## src/eprc_defines.vh

```
// Contract
// - two control registers, each mirrored in set B
// - reset takes reference inputs from bidir pins
// - hw select 1: direction pin switches port
// - shared select 0: separate in/out reference lines
// - hw select 0: register sets switch direction
`ifndef EPRC_DEFINES_VH
`define EPRC_DEFINES_VH

// ----------------------------------------
// register indices, byte address = index * 4
// ----------------------------------------
`define EPRC_IDX_OUT_A 8'h02
`define EPRC_IDX_OUT_B 8'h22
`define EPRC_IDX_IN_A 8'h03
`define EPRC_IDX_IN_B 8'h23
`define EPRC_IDX_STAT 8'h20
`define EPRC_IDX_PORT 8'h21

// ----------------------------------------
// field positions
// ----------------------------------------
`define EPRC_OC_HWDIR 7
`define EPRC_OC_SWDIR 6
`define EPRC_IC_SHARED 4
`define EPRC_IC_DEDIN 3
`define EPRC_PC_SRCSET 0
`define EPRC_PC_INSET 1
`define EPRC_PC_STATIC 2

// ----------------------------------------
// reset values and bus answers
// ----------------------------------------
`define EPRC_RST_OUT 8'h00
`define EPRC_RST_IN 8'h00
`define EPRC_RST_PORT 8'h00
`define EPRC_RESP_OKAY 2'b00
`define EPRC_RESP_SLVERR 2'b10

`endif

```

## src/eprc_sync.v

```verilog
`timescale 1ns/1ps
module eprc_sync #(
  parameter WIDTH = 1
) (
  input wire aclk,
  input wire aresetn,
  input wire [WIDTH-1:0] async_in,
  output wire [WIDTH-1:0] sync_out
);
  reg [WIDTH-1:0] meta_q;
  reg [WIDTH-1:0] sync_q;

  always @(posedge aclk) begin
    if (!aresetn) begin
      meta_q <= {WIDTH{1'b0}};
      sync_q <= {WIDTH{1'b0}};
    end else begin
      meta_q <= async_in;
      sync_q <= meta_q;
    end
  end

  assign sync_out = sync_q;
endmodule // eprc_sync

```

## src/eprc_top.v

```verilog
// Decided for this implementation: the AXI4-Lite interface to the registers and the register addresses.
`timescale 1ns/1ps
`include "eprc_defines.vh"
module eprc_top #(
  parameter REF_W = 2
) (
  input wire aclk,
  input wire aresetn,
  input wire [9:0] s_axi_awaddr,
  input wire [2:0] s_axi_awprot,
  input wire s_axi_awvalid,
  output wire s_axi_awready,
  input wire [31:0] s_axi_wdata,
  input wire [3:0] s_axi_wstrb,
  input wire s_axi_wvalid,
  output wire s_axi_wready,
  output wire [1:0] s_axi_bresp,
  output wire s_axi_bvalid,
  input wire s_axi_bready,
  input wire [9:0] s_axi_araddr,
  input wire [2:0] s_axi_arprot,
  input wire s_axi_arvalid,
  output wire s_axi_arready,
  output wire [31:0] s_axi_rdata,
  output wire [1:0] s_axi_rresp,
  output wire s_axi_rvalid,
  input wire s_axi_rready,
  input wire field_direction_pin,
  input wire field_odd,
  input wire [REF_W-1:0] bidir_reference_pins_in,
  output wire [REF_W-1:0] bidir_reference_pins_out,
  output wire [REF_W-1:0] bidir_reference_pins_oe,
  input wire [REF_W-1:0] ded_ref_in,
  output wire [REF_W-1:0] ded_ref_out,
  input wire [REF_W-1:0] gen_ref,
  output wire [REF_W-1:0] scaler_ref_in,
  output wire port_dir_out
);
  // ----------------------------------------
  // pin synchronisers
  // ----------------------------------------
  wire [2*REF_W+1:0] sync_s;
  wire field_direction_pin_s;
  wire field_odd_s;
  wire [REF_W-1:0] pin_s;
  wire [REF_W-1:0] ded_s;

  eprc_sync #(
    .WIDTH(2*REF_W+2)
  ) u_sync (
    .aclk(aclk),
    .aresetn(aresetn),
    .async_in({field_direction_pin, field_odd, bidir_reference_pins_in, ded_ref_in}),
    .sync_out(sync_s)
  );

  assign field_direction_pin_s = sync_s[2*REF_W+1];
  assign field_odd_s = sync_s[2*REF_W];
  assign pin_s = sync_s[2*REF_W-1:REF_W];
  assign ded_s = sync_s[REF_W-1:0];

  // ----------------------------------------
  // register storage
  // ----------------------------------------
  reg [7:0] out_ctrl_q [0:1];
  reg [7:0] in_ctrl_q [0:1];
  reg [7:0] port_ctrl_q;

  // ----------------------------------------
  // write channel
  // ----------------------------------------
  reg aw_full_q;
  reg w_full_q;
  reg [7:0] aw_idx_q;
  reg [7:0] w_data_q;
  reg w_strb_q;
  reg bvalid_q;
  reg [1:0] bresp_q;
  wire do_write;
  wire wr_hit;

  assign s_axi_awready = !aw_full_q;
  assign s_axi_wready = !w_full_q;
  assign s_axi_bvalid = bvalid_q;
  assign s_axi_bresp = bresp_q;
  assign do_write = aw_full_q && w_full_q && !bvalid_q;
  assign wr_hit = (aw_idx_q == `EPRC_IDX_OUT_A) || (aw_idx_q == `EPRC_IDX_OUT_B) ||
                  (aw_idx_q == `EPRC_IDX_IN_A) || (aw_idx_q == `EPRC_IDX_IN_B) ||
                  (aw_idx_q == `EPRC_IDX_PORT);

  always @(posedge aclk) begin
    if (!aresetn) begin
      aw_full_q <= 1'b0;
      w_full_q <= 1'b0;
      aw_idx_q <= 8'h00;
      w_data_q <= 8'h00;
      w_strb_q <= 1'b0;
      bvalid_q <= 1'b0;
      bresp_q <= `EPRC_RESP_OKAY;
    end else begin
      if (s_axi_awvalid && !aw_full_q) begin
        aw_full_q <= 1'b1;
        aw_idx_q <= s_axi_awaddr[9:2];
      end
      if (s_axi_wvalid && !w_full_q) begin
        w_full_q <= 1'b1;
        w_data_q <= s_axi_wdata[7:0];
        w_strb_q <= s_axi_wstrb[0];
      end
      if (do_write) begin
        aw_full_q <= 1'b0;
        w_full_q <= 1'b0;
        bvalid_q <= 1'b1;
        bresp_q <= wr_hit ? `EPRC_RESP_OKAY : `EPRC_RESP_SLVERR;
      end else if (bvalid_q && s_axi_bready) begin
        bvalid_q <= 1'b0;
      end
    end
  end

  // registers change only on a bus write or reset
  always @(posedge aclk) begin
    if (!aresetn) begin
      out_ctrl_q[0] <= `EPRC_RST_OUT;
      out_ctrl_q[1] <= `EPRC_RST_OUT;
      in_ctrl_q[0] <= `EPRC_RST_IN;
      in_ctrl_q[1] <= `EPRC_RST_IN;
      port_ctrl_q <= `EPRC_RST_PORT;
    end else if (do_write && w_strb_q) begin
      case (aw_idx_q)
        `EPRC_IDX_OUT_A: out_ctrl_q[0] <= w_data_q;
        `EPRC_IDX_OUT_B: out_ctrl_q[1] <= w_data_q;
        `EPRC_IDX_IN_A: in_ctrl_q[0] <= w_data_q;
        `EPRC_IDX_IN_B: in_ctrl_q[1] <= w_data_q;
        `EPRC_IDX_PORT: port_ctrl_q <= w_data_q;
        default: port_ctrl_q <= port_ctrl_q;
      endcase
    end
  end

  // ----------------------------------------
  // set selection and direction
  // ----------------------------------------
  wire static_sel;
  wire src_set;
  wire in_set;
  wire [7:0] out_ctrl;
  wire [7:0] in_ctrl;
  wire hw_direction_select;
  wire shared_reference_select;
  wire ded_in_sel;
  wire dir_out;

  // odd field uses set A, even field set B, unless fixed by software
  assign static_sel = port_ctrl_q[`EPRC_PC_STATIC];
  assign src_set = static_sel ? port_ctrl_q[`EPRC_PC_SRCSET] : !field_odd_s;
  assign in_set = static_sel ? port_ctrl_q[`EPRC_PC_INSET] : !field_odd_s;
  assign out_ctrl = out_ctrl_q[src_set];
  assign in_ctrl = in_ctrl_q[in_set];
  assign hw_direction_select = out_ctrl[`EPRC_OC_HWDIR];
  assign shared_reference_select = in_ctrl[`EPRC_IC_SHARED];
  assign ded_in_sel = in_ctrl[`EPRC_IC_DEDIN];
  // pin high means port drives out
  assign dir_out = hw_direction_select ? field_direction_pin_s : out_ctrl[`EPRC_OC_SWDIR];

  // ----------------------------------------
  // reference routing
  // ----------------------------------------
  reg [REF_W-1:0] scaler_ref_q;
  reg [REF_W-1:0] pin_out_q;
  reg [REF_W-1:0] pin_oe_q;
  reg [REF_W-1:0] ded_out_q;
  reg dir_q;

  always @(posedge aclk) begin
    if (!aresetn) begin
      scaler_ref_q <= {REF_W{1'b0}};
      pin_out_q <= {REF_W{1'b0}};
      pin_oe_q <= {REF_W{1'b0}};
      ded_out_q <= {REF_W{1'b0}};
      dir_q <= 1'b0;
    end else begin
      dir_q <= dir_out;
      pin_out_q <= gen_ref;
      if (shared_reference_select) begin
        scaler_ref_q <= dir_out ? {REF_W{1'b0}} : pin_s;
        pin_oe_q <= {REF_W{dir_out}};
        ded_out_q <= {REF_W{1'b0}};
      end else if (ded_in_sel) begin
        scaler_ref_q <= ded_s;
        pin_oe_q <= {REF_W{dir_out}};
        ded_out_q <= {REF_W{1'b0}};
      end else begin
        scaler_ref_q <= pin_s;
        pin_oe_q <= {REF_W{1'b0}};
        ded_out_q <= dir_out ? gen_ref : {REF_W{1'b0}};
      end
    end
  end

  assign scaler_ref_in = scaler_ref_q;
  assign bidir_reference_pins_out = pin_out_q;
  assign bidir_reference_pins_oe = pin_oe_q;
  assign ded_ref_out = ded_out_q;
  assign port_dir_out = dir_q;

  // ----------------------------------------
  // read channel
  // ----------------------------------------
  reg rvalid_q;
  reg [31:0] rdata_q;
  reg [1:0] rresp_q;
  reg [7:0] rd_val;
  reg rd_hit;
  wire [7:0] ar_idx;
  wire [7:0] status;

  assign ar_idx = s_axi_araddr[9:2];
  assign status = {3'b000, field_odd_s, field_direction_pin_s, in_set, src_set, dir_out};
  assign s_axi_arready = !rvalid_q;
  assign s_axi_rvalid = rvalid_q;
  assign s_axi_rdata = rdata_q;
  assign s_axi_rresp = rresp_q;

  always @* begin
    rd_hit = 1'b1;
    case (ar_idx)
      `EPRC_IDX_OUT_A: rd_val = out_ctrl_q[0];
      `EPRC_IDX_OUT_B: rd_val = out_ctrl_q[1];
      `EPRC_IDX_IN_A: rd_val = in_ctrl_q[0];
      `EPRC_IDX_IN_B: rd_val = in_ctrl_q[1];
      `EPRC_IDX_PORT: rd_val = port_ctrl_q;
      `EPRC_IDX_STAT: rd_val = status;
      default: begin
        rd_val = 8'h00;
        rd_hit = 1'b0;
      end
    endcase
  end

  always @(posedge aclk) begin
    if (!aresetn) begin
      rvalid_q <= 1'b0;
      rdata_q <= 32'h00000000;
      rresp_q <= `EPRC_RESP_OKAY;
    end else if (s_axi_arvalid && !rvalid_q) begin
      rvalid_q <= 1'b1;
      rdata_q <= {24'h000000, rd_val};
      rresp_q <= rd_hit ? `EPRC_RESP_OKAY : `EPRC_RESP_SLVERR;
    end else if (rvalid_q && s_axi_rready) begin
      rvalid_q <= 1'b0;
    end
  end
endmodule // eprc_top

```

## config.mk

```make
export PLATFORM = sky130hd
export DESIGN_NAME = eprc_top
export DESIGN_NICKNAME = d
export VERILOG_FILES = /design/src/eprc_sync.v /design/src/eprc_top.v
export VERILOG_INCLUDE_DIRS = /design/src /design/src/src
export SDC_FILE = /design/constraint.sdc
export NUM_CORES = 1
export LEC_CHECK = 0
export ABC_AREA = 1
export BUFFER_PORTS_ARGS = -buffer_cell sky130_fd_sc_hd__buf_2
export CAP_MARGIN = 20
export CORE_UTILIZATION = 30
export CTS_CLUSTER_DIAMETER = 50
export CTS_CLUSTER_SIZE = 12
export DETAILED_ROUTE_END_ITERATION = 10
export SETUP_SLACK_MARGIN = 0.15
export SLEW_MARGIN = 20
export SYNTH_ARGS = -nofsm -noshare
export SYNTH_HDL_FRONTEND = slang
export SYNTH_SLANG_ARGS = --single-unit
```

## constraint.sdc

```tcl
create_clock -name aclk -period 2.4 [get_ports aclk]
set_input_delay 0.36 -clock aclk [delete_from_list [all_inputs] [get_ports aclk]]
set_output_delay 0.36 -clock aclk [all_outputs]
set_load 0.005 [all_outputs]
```

### After elaboration in Yosys (flattened, before gate mapping)

Memory sizes are Yosys's and may differ from the RTL's.
Cells that the tools add are included.

| storage, ports and cells | value |
|---|---|
| register bits | 62 |
| memory bits (writable) | 32 |
| output and inout port bits | 50 |
| word-level logic and storage cells | 97 |
| memories | 2 |

| operators by class | value |
|---|---|
| equality and inequality tests | 11 |
| multiplexer cells | 37 |
| bitwise gates (word level) | 6 |
| reduce and logical (&&, ||, !) cells | 23 |

Memories:

| memory | depth | bits a word | read ports | clocked after memory_dff | write ports | RTL line | RTL |
|---|---|---|---|---|---|---|---|
| in_ctrl_q | 2 | 8 | 3 | 0 | 2 | eprc_top.v:66 | `reg [7:0] in_ctrl_q [0:1];` |
| out_ctrl_q | 2 | 8 | 3 | 0 | 2 | eprc_top.v:65 | `reg [7:0] out_ctrl_q [0:1];` |

Operator list:

| cell | number |
|---|---|
| $eq 8x6->1 const B | 7 |
| $pmux 8 s6 | 1 |
| $eq 8x2->1 const B | 4 |
| $mux 8 | 4 |
| $mux 1 | 25 |
| $mux 2 | 7 |
| $logic_and 1x1->1 | 8 |
| $reduce_or 6->1 | 1 |
| $logic_not 1->1 | 5 |
| $logic_or 1x1->1 | 4 |
| $or 1x1->1 | 4 |
| $reduce_bool 2->1 | 2 |
| $reduce_or 4->1 | 1 |
| $not 1->1 | 2 |
| $reduce_and 2->1 | 1 |
| $reduce_or 2->1 | 1 |

### Longest topological paths before layout

| logic depth | value |
|---|---|
| depth in word-level cells | 7 |
| gate-level depth with buffers | 11 |

### Hierarchy

A second synthesis with hierarchy kept.

| unflattened totals | value |
|---|---|
| cell total of the unflattened synthesis | 452 |
| area total of the unflattened synthesis | 4003.8 um^2 |

Modules (own cells, without submodules):

| module | instances | cells each | area each (um^2) |
|---|---|---|---|
| eprc_top | 1 | 415 | 3662.3 |
| eprc_sync | 1 | 37 | 341.6 |

### Worst setup path before layout

Ideal clock, no wire load.

| path | value |
|---|---|
| path kind | reg-to-reg |
| from | register w_full_q |
| to | memory out_ctrl_q[0][0] (enable) |
| library setup time | 0.387 ns |
| arrival time | 1.521 ns |
| path slack | 0.493 ns |
| cell stages (with the launch flop) | 5 |
| path buffers | 0 |
| path through | dfxtp_1 -> inv_2 -> nor3_1 -> nand2_2 -> o31ai_1 |

RTL lines:

| what | RTL line | RTL |
|---|---|---|
| start, declared | eprc_top.v:73 | `reg w_full_q;` |
| start signal, assigned | eprc_top.v:94 | `w_full_q <= 1'b0;` |
| start signal, assigned | eprc_top.v:106 | `w_full_q <= 1'b1;` |
| start signal, assigned | eprc_top.v:112 | `w_full_q <= 1'b0;` |
| end, declared | eprc_top.v:65 |  |

==> results.cfg <==
[timing]
timing.fmax_mhz = 555.5
tightest_slew_ns = 0.5539
period_share_pct = 75.01
tns_ns = 0
relSlewSlack_pct = 62.94
fin_crit_ns = 1.800
drv_slew = 0
hold_viol = 0
skew_ns = 0.009178
rsz0062_at_grt = no
setup_viol = 0

[cells_and_area]
multi_input_area_um2 = 1280
fillerInstances = 1274
area_delta_synth_final_pct = 17.49
regArea_um2 = 2142
design_area_um2 = 4514
fin_nets = 595
diodes = 0
drive_gt1_share_pct = 17.40

[clock_network]
cts_tree = done
cts_resized = 0
cts.sinks = 91
hold_buffers = 0
clock_latency_ns = 0.34
cts_buffers = 9
clkTransAtPathRegs_ns = 0.07
htreeDepth = 3
clockRootBuffer = clkbuf_16
cts_buffer_depth = 2
post_cts_buffers = 0

[setup_path]
startpoint_type = register
cp_slowest_stage_delay_ns = 0.35
crit_required_ns = 2.55
worstSetupPathType = register to register
crit_path_end_kind = register
cp_slowest_cell = dfxtp_1
critPathTopFamily = simple AND/OR/NAND/NOR gates
critPathArrivalTime_ns = 1.95
worstPathCellList = inv_2 > nor3_1 > nand2_2 > inv_1 > nand4_1 > nor2_1
critPathBufInv = 2
cp_max_fo = 8

[floorplanning]
die_x_um = 115.2
rows = 40
boundaryPins = 127
start_util_pct = 31.34
die-area_um2 = 13260
die_h_um = 115.2
fp.coreArea_um2 = 12260

[synthesis]
syn_inst = 453
synthTopCellsByCount = 68 x nand2_1, 65 x inv_1, 59 x dfxtp_1
synth_top_area_share_pct = 30.74
synth-edff-count = 32
synth_seq_cells = 91
syn-cell-area_um2 = 3842
syn_area_per_cell_um2 = 8.482
seq_area_frac_synth_pct = 55.75
yosysMostFrequentCell = nand2_1
synth.yosys.warnings = 0
synth_cell_types = 30
synthTopCellsByArea = dfxtp_1 31%, edfxtp_1 25%, nand2_1 6.6%, inv_1 6.3%, buf_4 5.3%
synth_ff_type = dfxtp_1
async_flop_share_pct = 0
synth_top_area_cell = dfxtp_1

[power_and_ir_drop]
ir_drop_uv = 322.8
p_per_area_nw_per_um2 = 712.4
p_leak_nw = 2.079

[global_routing]
first_global_vias = 2840
grt_antenna_before_repair = 0
gr-usage-all-layers_pct = 12.88
grt_pass1_wl_um = 13250
overflow = 0
grt_max_degree = 37

[routing]
routed_via_density = 4.418
ant_nets = 0
drc = 0
vias = 3053
drt_iter0_markers = 161
wirelength_um = 7946
dr.pass1.iters = 4
routedWlPerCell_um = 11.50

[placement]
portBuffers = 63
dpl_cell_area_um2 = 4244
gp_congestion = 0.7997
hpwl_um = 6118

[run]
cap_viol_max_count = 0

[run_status]
outcome = finished clean

[hold_path]
hold_path.class = input port to register
## flip-flops by register name (all words and copies together), names as in the netlist, 2 cells and up
signal / flops
aw_idx_q: 8
scaler_ref_in: 2
s_axi_rdata: 8
bidir_reference_pins_out: 2
in_ctrl_q: 16
out_ctrl_q: 16
u_sync.sync_out: 6
ded_ref_out: 2
u_sync.meta_q: 6
port_ctrl_q: 8
w_data_q: 8
## area by class of cell
type	instances	share of cell area, %
flip-flops and latches	91	47.45
clock buffers	11	5.155
well taps	168	4.656
clock inverters	5	0.8315
repair buffers	69	7.982
multi-input cells	280	28.35
inverters	67	5.571
## logic make-up (layout without fill, tap and decap cells)
group	after synthesis	after routing	synth area share, %
simple gates	167	167	18.95
buf+inv	107	152	13.38
flops	91	91	55.75
compound gates	87	87	11.82
other cells	1	26	0.09759
## path summary, 6_finish.rpt
kind                                                  start                            end  depth (start not counted)  slack, ns
worst max-delay path                  w_full_q$_SDFFE_PP0P_     out_ctrl_q[1][6]$_DFFE_PP_                          6       0.60
worst min-delay path                          ded_ref_in[0]    u_sync.meta_q[0]$_SDFF_PN0_                          3       0.21
worst max register to register        w_full_q$_SDFFE_PP0P_     out_ctrl_q[1][6]$_DFFE_PP_                          6       0.60
worst min register to register  u_sync.meta_q[0]$_SDFF_PN0_  u_sync.sync_out[0]$_SDFF_PN0_                          2       0.41
## stage by stage
stage               cells  util, %  hold slack [ns]  worst slack, ns  power, mW
floorplan             478        -           0.3905           0.4929      1.905
global placement      675    34.61           0.4011           0.6282      1.967
detailed placement    675    34.61           0.4027           0.6030      1.976
CTS                   691    36.82           0.2031           0.5784      3.258
global route          691    36.82           0.2199           0.3465      3.353
finish                691    36.82           0.2109           0.5997      3.216
## worst min-delay path, delay by kind of cell
family | cells | cell delay, ns
simple gates | 1 | 0.04
buf+inv | 2 | 0.11
## cell usage in the layout (no fill, tap or decap)
master,instances
inv_1,65
conb_1,26
nor3_1,2
o21ai_0,39
nand3_1,37
buf_4,6
inv_2,2
nor3_4,1
o31ai_1,1
nor2_2,2
buf_2,63
edfxtp_1,32
nand3_2,1
dfxtp_1,59
a31oi_1,2
clkbuf_16,9
o22ai_1,1
inv_6,1
nand4_1,6
clkinvlp_4,1
o21a_1,2
o21ai_1,2
a21oi_1,37
o211ai_1,1
a211oi_1,2
nand2_2,1
nor2_1,47
nor2_4,1
clkinv_4,1
clkbuf_1,2
nand3b_1,1
nand2_1,68
inv_4,2
## where the power goes
group	internal, mW	total (mW)	switching [mW]
logic	0.0870	0.249	0.162
registers	1.66	1.69	0.0270
clock network	0.709	1.28	0.570
total	2.46	3.22	0.759
## metal layers
metal  track usage (%)  vias to the layer above  wire (um)
met5                 0                        -          0
met4             4.502                        0         94
met3             4.164                        9        508
met2             21.24                      106       3691
met1             15.80                     1388       3652
li1                  -                     1550          -
No activity file was read; power rests on OpenSTA's default activity.
